<file path="src/hw/pll_cfg_pkg.sv">
/*
 * Shared definitions for the synthesizer analog-enable and charge-pump register bank:
 * field layouts, word offsets, reset values and serial frame sizes.
 * Assumes a 24-bit register word and a 6-bit word address in the serial frame.
 */
package pll_cfg_pkg;
    // ==========================================================================
    // Register offsets, word indices on the serial port
    // ==========================================================================
    localparam logic [5:0] ANALOG_OFFSET  = 6'h08;
    localparam logic [5:0] PUMP_OFFSET    = 6'h09;
    localparam logic [5:0] TRIGGER_OFFSET = 6'h0a;

    // ==========================================================================
    // Field layouts
    // ==========================================================================
    typedef struct packed {
        logic [1:0] spare;                     // Bits 23:22.
        logic       high_freq_reference;       // Bit 21.
        logic       reserved20;
        logic       divide_by_two_on;          // Bit 19.
        logic       reserved18;
        logic [2:0] resync_bias;               // Bits 17:15.
        logic [2:0] rf_buffer_bias;            // Bits 14:12.
        logic       pump_opamp_on;             // Bit 11.
        logic       vco_prescaler_bias_on;     // Bit 10.
        logic       prescaler_clock_on;        // Bit 9.
        logic       reserved8;
        logic       divider_clock_to_logic_on; // Bit 7.
        logic       reserved6;
        logic       output_pad_enable;         // Bit 5.
        logic       vco_buffer_on;
        logic       reference_buffer_on;
        logic       phase_detector_on;
        logic       pump_on;
        logic       bias_reference_on;         // Bit 0.
    } analog_en_s;

    typedef struct packed {
        logic       high_gain_pump_mode;       // Bit 23.
        logic       offset_down;               // Bit 22.
        logic       offset_up;                 // Bit 21.
        logic [6:0] offset_magnitude;          // Bits 20:14, 5 uA per step.
        logic [6:0] pump_up_gain;              // Bits 13:7, 20 uA per step.
        logic [6:0] pump_down_gain;            // Bits 6:0, 20 uA per step.
    } pump_s;

    // ==========================================================================
    // Reset values and serial frame
    // ==========================================================================
    localparam logic [23:0] ANALOG_RESET  = 24'hc1beff;
    localparam logic [23:0] PUMP_RESET    = 24'h40050a;
    localparam logic [23:0] TRIGGER_RESET = 24'h002205;
    localparam logic [5:0]  ADDR_DONE     = 6'h07;  // Bits before the data field.
    localparam logic [5:0]  FRAME_BITS    = 6'h1f;  // Read flag, address, data.
endpackage : pll_cfg_pkg

</file>
<file path="src/hw/pll_cfg_regs.sv">
/*
 * Register bank for the analog enables, charge-pump settings and auxiliary serial
 * trigger word, with its serial access port and the lock/readback pad control.
 * Assumes the serial pins and the general-purpose output controls come from outside
 * the CLOCK domain; all of them pass a two-stage synchroniser here.
 */
module pll_cfg_regs (
    input  wire logic                    CLOCK,
    input  wire logic                    RST,
    input  wire logic                    CE,
    input  wire logic                    SERIAL_SELECT,
    input  wire logic                    SERIAL_CLOCK,
    input  wire logic                    SERIAL_DATA_IN,
    input  wire logic                    PAD_ALWAYS_ON,
    input  wire logic                    READBACK_SELECT,
    input  wire logic                    LOCK_STATE,
    output pll_cfg_pkg::analog_en_s      ANALOG_ENABLES,
    output pll_cfg_pkg::pump_s           PUMP_SETTINGS,
    output logic [23:0]                  AUX_TRIGGER,
    output logic                         LOCK_READBACK_PIN_OUT,
    output logic                         LOCK_READBACK_PIN_OE
);
    // ==========================================================================
    // Input synchronisers
    // ==========================================================================
    logic [5:0] sync1_reg;
    logic [5:0] sync2_reg;
    logic       sck_prev_reg;
    logic       sel_prev_reg;
    logic       sel;
    logic       sck;
    logic       sdi;
    logic       always_on;
    logic       rb_select;
    logic       lock_state;

    // Only the second stage is read, so a metastable first stage never fans out.
    always_ff @(posedge CLOCK or posedge RST) begin
        if (RST) begin
            sync1_reg    <= 6'h00;
            sync2_reg    <= 6'h00;
            sck_prev_reg <= 1'b0;
            sel_prev_reg <= 1'b0;
        end else if (CE) begin
            sync1_reg    <= {SERIAL_SELECT, SERIAL_CLOCK, SERIAL_DATA_IN,
                             PAD_ALWAYS_ON, READBACK_SELECT, LOCK_STATE};
            sync2_reg    <= sync1_reg;
            sck_prev_reg <= sync2_reg[4];
            sel_prev_reg <= sync2_reg[5];
        end
    end

    assign {sel, sck, sdi, always_on, rb_select, lock_state} = sync2_reg;

    // ==========================================================================
    // Serial frame engine
    // ==========================================================================
    logic [5:0]  cnt_reg;
    logic [5:0]  cnt_next;
    logic [29:0] shift_reg;
    logic [29:0] shift_next;
    logic [23:0] out_reg;
    logic [23:0] out_next;
    logic        sdo_reg;
    logic        sdo_next;
    logic        rise;
    logic        fall;
    logic        wr_fire;
    logic        reading;
    logic [5:0]  addr_now;
    logic [23:0] read_word;
    logic        rd_flag_reg;
    logic        rd_flag_next;

    assign rise     = sel && sck && !sck_prev_reg;
    assign fall     = sel && !sck && sck_prev_reg;
    assign addr_now = {shift_reg[4:0], sdi};
    // The read flag falls out of the 30-bit shifter, so it is held on its own.
    assign reading  = sel && rd_flag_reg && (cnt_reg >= pll_cfg_pkg::ADDR_DONE);
    // A write commits when select drops after a full frame with the read flag low.
    assign wr_fire  = !sel && sel_prev_reg && (cnt_reg == pll_cfg_pkg::FRAME_BITS)
                      && !rd_flag_reg;

    // Readback returns every stored bit, spare and reserved ones included.
    always_comb begin
        case (addr_now)
            pll_cfg_pkg::ANALOG_OFFSET:  read_word = ANALOG_ENABLES;
            pll_cfg_pkg::PUMP_OFFSET:    read_word = PUMP_SETTINGS;
            pll_cfg_pkg::TRIGGER_OFFSET: read_word = AUX_TRIGGER;
            default:                     read_word = 24'h000000;
        endcase
    end

    // Bits enter on a rising serial clock; readback bits change on the falling one.
    always_comb begin
        cnt_next   = cnt_reg;
        shift_next = shift_reg;
        out_next   = out_reg;
        sdo_next   = sdo_reg;
        rd_flag_next = rd_flag_reg;
        if (!sel && !wr_fire) begin
            cnt_next = 6'h00;
        end else if (rise && cnt_reg != pll_cfg_pkg::FRAME_BITS) begin
            cnt_next   = cnt_reg + 6'h01;
            shift_next = {shift_reg[28:0], sdi};
            // The first bit of every frame is the read flag.
            if (cnt_reg == 6'h00) begin
                rd_flag_next = sdi;
            end
            if (cnt_reg == pll_cfg_pkg::ADDR_DONE - 6'h01) begin
                out_next = read_word;
            end
        end else if (fall && reading) begin
            sdo_next = out_reg[23];
            out_next = {out_reg[22:0], 1'b0};
        end
    end

    always_ff @(posedge CLOCK or posedge RST) begin
        if (RST) begin
            cnt_reg     <= 6'h00;
            shift_reg   <= 30'h00000000;
            out_reg     <= 24'h000000;
            sdo_reg     <= 1'b0;
            rd_flag_reg <= 1'b0;
        end else if (CE) begin
            cnt_reg     <= cnt_next;
            shift_reg   <= shift_next;
            out_reg     <= out_next;
            sdo_reg     <= sdo_next;
            rd_flag_reg <= rd_flag_next;
        end
    end

    // ==========================================================================
    // Configuration registers
    // ==========================================================================
    logic [5:0]  wr_addr;
    logic [23:0] wr_data;
    logic [23:0] analog_next;
    logic [23:0] pump_next;
    logic [23:0] trig_next;

    assign wr_addr = shift_reg[29:24];
    assign wr_data = shift_reg[23:0];

    // Fields hold until a full write frame lands on their own offset.
    always_comb begin
        analog_next = ANALOG_ENABLES;
        pump_next   = PUMP_SETTINGS;
        trig_next   = AUX_TRIGGER;
        if (wr_fire) begin
            case (wr_addr)
                pll_cfg_pkg::ANALOG_OFFSET:  analog_next = wr_data;
                pll_cfg_pkg::PUMP_OFFSET:    pump_next   = wr_data;
                pll_cfg_pkg::TRIGGER_OFFSET: trig_next   = wr_data;
                default:                     trig_next   = AUX_TRIGGER;
            endcase
        end
    end

    // Reset values put every analog block on but divide-by-two and the high-frequency reference, pump gains at ten, down offset on.
    always_ff @(posedge CLOCK or posedge RST) begin
        if (RST) begin
            ANALOG_ENABLES <= pll_cfg_pkg::ANALOG_RESET;
            PUMP_SETTINGS  <= pll_cfg_pkg::PUMP_RESET;
            AUX_TRIGGER    <= pll_cfg_pkg::TRIGGER_RESET;
        end else if (CE) begin
            ANALOG_ENABLES <= analog_next;
            PUMP_SETTINGS  <= pump_next;
            AUX_TRIGGER    <= trig_next;
        end
    end

    // ==========================================================================
    // Lock/readback pad
    // ==========================================================================
    logic pad_oe_next;
    logic pad_out_next;

    // Always-on mode shows the lock state; otherwise only readback
    // drives the pin, so the pad stays quiet between frames and shares the wire.
    always_comb begin
        pad_oe_next  = 1'b0;
        pad_out_next = 1'b0;
        if (ANALOG_ENABLES.output_pad_enable) begin
            if (always_on) begin
                pad_oe_next  = 1'b1;
                pad_out_next = lock_state;
            end else if (!rb_select && reading) begin
                pad_oe_next  = 1'b1;
                pad_out_next = sdo_reg;
            end
        end
    end

    always_ff @(posedge CLOCK or posedge RST) begin
        if (RST) begin
            LOCK_READBACK_PIN_OE  <= 1'b0;
            LOCK_READBACK_PIN_OUT <= 1'b0;
        end else if (CE) begin
            LOCK_READBACK_PIN_OE  <= pad_oe_next;
            LOCK_READBACK_PIN_OUT <= pad_out_next;
        end
    end

    // ==========================================================================
    // Assertions
    // ==========================================================================
    AST_PAD_OFF: assert property (@(posedge CLOCK) disable iff (RST)
        CE && !ANALOG_ENABLES.output_pad_enable |=> !LOCK_READBACK_PIN_OE)
        else $error("Pad driven while its enable is low.");

    AST_PAD_ALWAYS: assert property (@(posedge CLOCK) disable iff (RST)
        CE && ANALOG_ENABLES.output_pad_enable && always_on
        |=> LOCK_READBACK_PIN_OE && LOCK_READBACK_PIN_OUT == $past(lock_state))
        else $error("Pad not driven with lock state in always-on mode.");

    AST_PAD_READ: assert property (@(posedge CLOCK) disable iff (RST)
        CE && ANALOG_ENABLES.output_pad_enable && !always_on
        |=> LOCK_READBACK_PIN_OE == $past(!rb_select && reading))
        else $error("Readback drive does not follow select and frame.");

    AST_WRITE_ANALOG: assert property (@(posedge CLOCK) disable iff (RST)
        CE && wr_fire && wr_addr == pll_cfg_pkg::ANALOG_OFFSET
        |=> ANALOG_ENABLES == $past(wr_data))
        else $error("Analog enable write lost.");

    AST_WRITE_PUMP: assert property (@(posedge CLOCK) disable iff (RST)
        CE && wr_fire && wr_addr == pll_cfg_pkg::PUMP_OFFSET
        |=> PUMP_SETTINGS == $past(wr_data))
        else $error("Pump settings write lost.");

    AST_WRITE_TRIG: assert property (@(posedge CLOCK) disable iff (RST)
        CE && wr_fire && wr_addr == pll_cfg_pkg::TRIGGER_OFFSET
        |=> AUX_TRIGGER == $past(wr_data))
        else $error("Trigger word write lost.");

    AST_HOLD: assert property (@(posedge CLOCK) disable iff (RST)
        !(CE && wr_fire) |=> $stable(ANALOG_ENABLES) && $stable(PUMP_SETTINGS)
        && $stable(AUX_TRIGGER))
        else $error("Register changed without a write.");

    AST_RESET_VALUES: assert property (@(posedge CLOCK)
        $fell(RST) |-> ANALOG_ENABLES == pll_cfg_pkg::ANALOG_RESET
        && PUMP_SETTINGS.pump_down_gain == 7'h0a && PUMP_SETTINGS.offset_down
        && AUX_TRIGGER == pll_cfg_pkg::TRIGGER_RESET)
        else $error("Register reset value wrong.");

    AST_READ_LOAD: assert property (@(posedge CLOCK) disable iff (RST)
        CE && rise && cnt_reg == pll_cfg_pkg::ADDR_DONE - 6'h01
        |=> out_reg == $past(read_word))
        else $error("Readback word not loaded after address.");

    // The divider clock must reach the logic straight out of reset.
    AST_RESET_CLOCKS: assert property (@(posedge CLOCK)
        $fell(RST) |-> ANALOG_ENABLES.divider_clock_to_logic_on)
        else $error("Divider clock enable reset value wrong.");

    // The divide-by-two stage stays off until software turns it on.
    AST_RESET_DIVIDE: assert property (@(posedge CLOCK)
        $fell(RST) |-> !ANALOG_ENABLES.divide_by_two_on)
        else $error("Divide-by-two reset value wrong.");

    // The three block enables in bits 11:9 come out of reset on.
    AST_RESET_BLOCKS: assert property (@(posedge CLOCK)
        $fell(RST) |-> ANALOG_ENABLES.pump_opamp_on && ANALOG_ENABLES.vco_prescaler_bias_on
        && ANALOG_ENABLES.prescaler_clock_on)
        else $error("Block enable reset value wrong.");

    // Up gain starts at ten steps, with no offset current in the up direction.
    AST_RESET_PUMP: assert property (@(posedge CLOCK)
        $fell(RST) |-> PUMP_SETTINGS.pump_up_gain == 7'h0a
        && PUMP_SETTINGS.offset_magnitude == 7'h00 && !PUMP_SETTINGS.offset_up)
        else $error("Pump gain reset value wrong.");

    // A read frame ending must leave every register untouched.
    AST_READ_NO_WRITE: assert property (@(posedge CLOCK) disable iff (RST)
        CE && !sel && sel_prev_reg && rd_flag_reg
        |=> $stable(ANALOG_ENABLES) && $stable(PUMP_SETTINGS) && $stable(AUX_TRIGGER))
        else $error("Read frame changed a register.");

    // Bits past the end of a frame neither count nor shift.
    AST_FRAME_STOP: assert property (@(posedge CLOCK) disable iff (RST)
        CE && rise && cnt_reg == pll_cfg_pkg::FRAME_BITS
        |=> cnt_reg == pll_cfg_pkg::FRAME_BITS && $stable(shift_reg))
        else $error("Bit beyond the frame was taken.");

    // Each readback fall moves the top stored bit to the pad driver.
    AST_SDO_SHIFT: assert property (@(posedge CLOCK) disable iff (RST)
        CE && fall && reading |=> sdo_reg == $past(out_reg[23]))
        else $error("Readback bit not shifted out.");
endmodule : pll_cfg_regs

</file>
<file path="config.mk">
export PLATFORM = sky130hd
export DESIGN_NAME = pll_cfg_regs
export DESIGN_NICKNAME = d
export VERILOG_FILES = /design/src/hw/pll_cfg_pkg.sv /design/src/hw/pll_cfg_regs.sv
export SDC_FILE = /design/constraint.sdc
export NUM_CORES = 1
export LEC_CHECK = 0
export BUFFER_PORTS_ARGS = -buffer_cell sky130_fd_sc_hd__buf_2
export CAP_MARGIN = 25
export CORE_ASPECT_RATIO = 0.8
export CORE_UTILIZATION = 54
export CTS_BUF_LIST = sky130_fd_sc_hd__clkbuf_8
export CTS_CLUSTER_DIAMETER = 40
export DETAILED_ROUTE_END_ITERATION = 7
export PLACE_DENSITY = 0.85
export SLEW_MARGIN = 30
export SYNTH_ARGS = -nofsm -noshare
export SYNTH_HDL_FRONTEND = slang
export SYNTH_SLANG_ARGS = --single-unit
export TNS_END_PERCENT = 20
</file>
<file path="constraint.sdc">
create_clock -name CLOCK -period 3.8 [get_ports CLOCK]
set_input_delay 0.19 -clock CLOCK [delete_from_list [all_inputs] [get_ports CLOCK]]
set_output_delay 0.19 -clock CLOCK [all_outputs]
set_load 0.02 [all_outputs]
</file>
## Yosys cells after proc, flatten, opt, wreduce, memory -nomap -nowiden

Index checks and enable logic that the tools add are counted.

| word-level totals | value |
|---|---|
| bits in writable memories | 0 |
| latch bits | 0 |
| word-level logic and storage cells | 93 |
| memories kept | 0 |
| input bits | 9 |
| flip-flop bits (word level) | 150 |
| output and inout bits | 74 |
| ROM bits | 0 |

| cells by class | value |
|---|---|
| shift-type cells | 0 |
| $mul | 0 |
| bitwise operators | 2 |
| magnitude comparators | 1 |
| $add $sub $neg | 1 |
| reduce and logical (&&, ||, !) cells | 30 |
| mux-type cells | 12 |
| divide/modulo/power cells | 0 |
| equality and inequality tests | 10 |

Operators with widths:

| kind | number |
|---|---|
| 24-bit 2-to-1 mux | 3 |
| 24-bit one-hot mux with 3 select lines | 1 |
| 6-bit by 4-bit equality test with 1-bit output, second input constant | 6 |
| 1-bit logical AND | 13 |
| 6-bit 2-to-1 mux | 2 |
| 3-bit AND reduction | 4 |
| 4-bit AND reduction | 3 |
| 6-bit by 1-bit adder with 6-bit output, second input constant | 1 |
| 6-bit by 3-bit equality test with 1-bit output, second input constant | 1 |
| 6-bit by 5-bit equality test with 1-bit output, second input constant | 1 |
| 6-bit by 3-bit >= comparator with 1-bit output, second input constant | 1 |
| 1-bit zero test | 6 |
| 6-bit zero test | 1 |
| 1-bit 2-to-1 mux | 6 |
| 6-bit by 5-bit inequality test with 1-bit output, second input constant | 1 |
| 2-bit nonzero test | 2 |
| 2-bit by 1-bit inequality test with 1-bit output, second input constant | 1 |
| 1-bit NOT | 2 |
| 2-bit AND reduction | 1 |

## Longest topological paths before layout

| depth | value |
|---|---|
| depth in word-level cells | 8 |
| mapped depth | 8 |
| gate-level depth less buffers | 6 |

## Least setup slack after synthesis

No wires, ideal clock.

| timing path | value |
|---|---|
| kind | reg-to-reg |
| from | register sync2_reg[5] |
| to | register ANALOG_ENABLES[14] in the netlist's numbering |
| library setup time | 0.127 ns |
| path buffers | 2 |
| arrival time | 2.129 ns |
| data required time | 3.673 ns |
| cell stages (with the launch flop) | 7 |
| period minus slack after synthesis | 2.257 ns |
| path slack | 1.543 ns |
| path through | dfrtp_1 > buf_2 > or4b_1 > nor4_4 > nor3b_4 > buf_6 > mux2_1 |

| on the way | value |
|---|---|
| cells in the longest elaborated chain, start to end | 5 |

Ends and longest elaborated chain:

| item | RTL line | source |
|---|---|---|
| start: declaration | pll_cfg_regs.sv:27 | `logic [5:0] sync2_reg;` |
| start signal: assignment | pll_cfg_regs.sv:47 | `sync2_reg <= sync1_reg;` |
| 1-bit zero test | pll_cfg_regs.sv:81 | `assign wr_fire = !sel && sel_prev_reg && (cnt_reg == pll_cfg_pkg::FRAME_BITS)` |
| 1-bit logical AND (2 in a row) | pll_cfg_regs.sv:81 |  |
| 1-bit logical AND | pll_cfg_regs.sv:82 | `&& !rd_flag_reg;` |
| 3-bit AND reduction (no line) | n/a |  |
| end signal: assignment | pll_cfg_regs.sv:165 | `ANALOG_ENABLES <= pll_cfg_pkg::ANALOG_RESET;` |
| end signal: assignment | pll_cfg_regs.sv:169 | `ANALOG_ENABLES <= analog_next;` |
| end: declaration | pll_cfg_regs.sv:17 | `output pll_cfg_pkg::analog_en_s ANALOG_ENABLES,` |

Every way passes these cells.
A chain may end at the register's enable or synchronous reset.

## Worst setup path in the final report

| timing path | value |
|---|---|
| from | register sync2_reg[5] |
| to | register ANALOG_ENABLES[19] in the netlist's numbering |

The elaborated chain is that of the path after synthesis.

==> impl_results.md <==
- Syn nets: 588
- Total GRT Usage: 0.255
- Min Tclk post-route: 2880 ps
- Worst-Skew Late Latency: 450 ps
- # clock sinks: 150
- Bufs and invs on worst path: 1
- Placed cell count: 778
- Netlist cell types: 44
- DR WL/cell: 18.6 um
- Max Cap Viol: 0
- Leak: 3.88 nW
- Starting Density: 0.567
- Post-CTS sizing: 0
- Critical Path Fanout Max: 13
- CTS root buf: clkbuf_8
- Number of flops mapped to enable cells by yosys: 0
- Critical path class: reg2reg
- Routed wire length: 15.2 mm
- WP data arrival: 3210 ps
- Hold_buf cts: 7
- Via density: 5.94
- Cell Area, Synth: 0.00667 sq mm
- Top_reg_cell synth: dfrtp_1
- Mapped Cells: 576
- Relative slew slack: 0.348
- RSZ-0062 raised after global routing: false
- Chip width: 126 um
- Worst path cell trace: or4b_1 > nor4_4 > nor3b_4 > buf_4 > mux2_2
- Gpl congestion: 0.829
- Core area: 0.0118 sq mm
- # fillers: 866
- Post-detail-place hpwl: 9.51 mm
- Iter 0 DRT Violations: 439
- Vias in the first global route: 4,770
- Synth warnings: 0
- Peak supply drop: 0.224 mV
- I/O Buffers: 82
- Antenna Violating Nets Remaining: 0
- Die height: 101 um
- Seq/Total Area, Yosys: 0.567
- Final Hold Viols: 0
- Min-Delay Path Class: in2reg
- Antenna violations before repair: 0
- 1st-pass router iterations: 5
- Slowest CP cell: nor3b_4
- Pwr dens: 434 mW/mm^2
- Synth Register Bits: 150
- Area contributors post-synth: dfrtp_1 (46%), mux2_2 (13%), dfstp_2 (10%), nand2_1 (6.4%), mux2i_1 (3.7%)
- CTS H-Tree Depth: 4
- I/O pin count: 83
- Pin slew with the least headroom to its limit: 953 ps
- Max-slew violation count: 0
- Synth Area per Inst: 11.6 sq um
- Vias: 4,861
- Most common cell after layout, fill and taps aside: dfrtp_1
- Die Area: 0.0128 sq mm
- WP data required: 4130 ps
- Reg clk slew, reported paths: 80 ps
- CTS tree: done
- Max FFs per register: 30
- Outcome: finished clean
- Post-CTS setup buffers: 0
- Max Clock Freq: 347 MHz
- Startpoint types: register
- Setup TNS: 0 ps
- Tot Pwr: 0.00336 W
- Post-synth top area share: 0.465
- P&R area growth vs syn: 15.9%
- Share of cells above drive strength 1: 0.351
- Num CTS Buffers: 17
- Layout Utilization: 0.657
- Async SR Flop Fraction: 1.00
- Crit share post-route: 0.757
- First-pass GRT wire length: 24.9 mm
- Biggest area consumer among synthesized cells: dfrtp_1
- Commonest non-fill, non-tap cells in the layout: dfrtp_1 (123), nand2_1 (113), buf_2 (82)
- Ant. Diodes: 0
- Pin count of the biggest net entering global routing: 110
- Endpoint type of the worst setup path: register
- Final #Nets: 669
- Min Hold Slack: 195 ps
- Slowest cell delay on critical path: 670 ps
- Final std cells w/o fill: 818
- DRC: 0
- Max clock buf depth: 2
- Setup Viol. Count Final: 0
- Row count: 35
- Top Family by Delay on Critical Path: simple AND/OR/NAND/NOR gates
- Worst reg2reg setup slack: 920 ps
- Global route overflow: 0
- Clk_skew: 8.78 ps
==> where the power goes <==
part	internal [W]	leakage (nW)	total [W]	switching (W)
Sequential	0.00166	1.96	0.00179	0.000133
Clock	0.000695	0.231	0.00126	0.000564
Combinational	0.000109	1.69	0.000308	0.000199
==> cells by family (layout without fill, tap and decap cells) <==
kind of cell | count (synthesis) | count (layout) | share of synthesized area
adders and majority gates | 3 | 3 | 0.00562
DFF | 150 | 150 | 0.567
muxes | 113 | 113 | 0.186
AOI/OAI and AO/OA | 72 | 72 | 0.0776
buffers and inverters | 51 | 145 | 0.0324
xor gates and xnor gates | 1 | 1 | 0.00131
and+or+nand+nor | 186 | 186 | 0.130
==> worst paths after layout <==
check | end | cells after the start | start
min reg2reg | sync2_reg[4]$_DFFE_PP0P_ | 1 | sync1_reg[4]$_DFFE_PP0P_
min in group asynchronous | PUMP_SETTINGS[18]$_DFFE_PP0P_ | 3 | RST
max reg2reg | ANALOG_ENABLES[19]$_DFFE_PP0P_ | 5 | sync2_reg[5]$_DFFE_PP0P_
max | ANALOG_ENABLES[19]$_DFFE_PP0P_ | 5 | sync2_reg[5]$_DFFE_PP0P_
max in group asynchronous | cnt_reg[0]$_DFFE_PP0P_ | 4 | RST
min | sync2_reg[5]$_DFFE_PP0P_ | 3 | CE
==> worst min-delay path: stages <==
cell     delay (ps)
buf_2           230
nand2_1         100
o21ai_0          70
==> synth_stat cells (2+ instances only) <==
master       n
dfrtp_1    124
o22ai_1      3
o2bb2ai_1   23
nor2_1       3
o21ai_0      4
buf_2        8
dfstp_2     26
mux2_1      12
nand2_1    113
a21oi_1      7
mux2i_1     25
mux2_2      76
inv_1       12
nand3b_1     2
or2_2        2
o21a_1       2
a2bb2oi_1    2
clkbuf_1    27
or3_1        2
nand4b_1     2
buf_6        2
a31oi_1     23
nand3_1     27
nor3_1      24
o211ai_1     2
nor2b_1      2
ha_1         3
buf_1        2
==> per-layer routing <==
layer,GRT usage,share of wire
met3,0.0766,0.093
met1,0.355,0.45
met2,0.389,0.45
met4,0.0769,0.011
met5,0,0
==> layout make-up <==
cell class	instances	area, sq um	share of cell area
tap	148	185	0.0239
clock buffer	24	330	0.0427
timing repair buffer	101	596	0.0770
clock inverter	8	83.8	0.0108
inverter	12	48.8	0.00631
multi-input combinational	375	2700	0.349
sequential	150	3790	0.490
==> metrics by stage <==
step,worst slack (ps),cell area (sq um)
final,922,7730
after global routing,826,7730
after CTS,937,7710
after detailed placement,973,7220
after global placement,1060,7220
after floorplan,1540,6680
No activity file was read; power rests on OpenSTA's default activity.
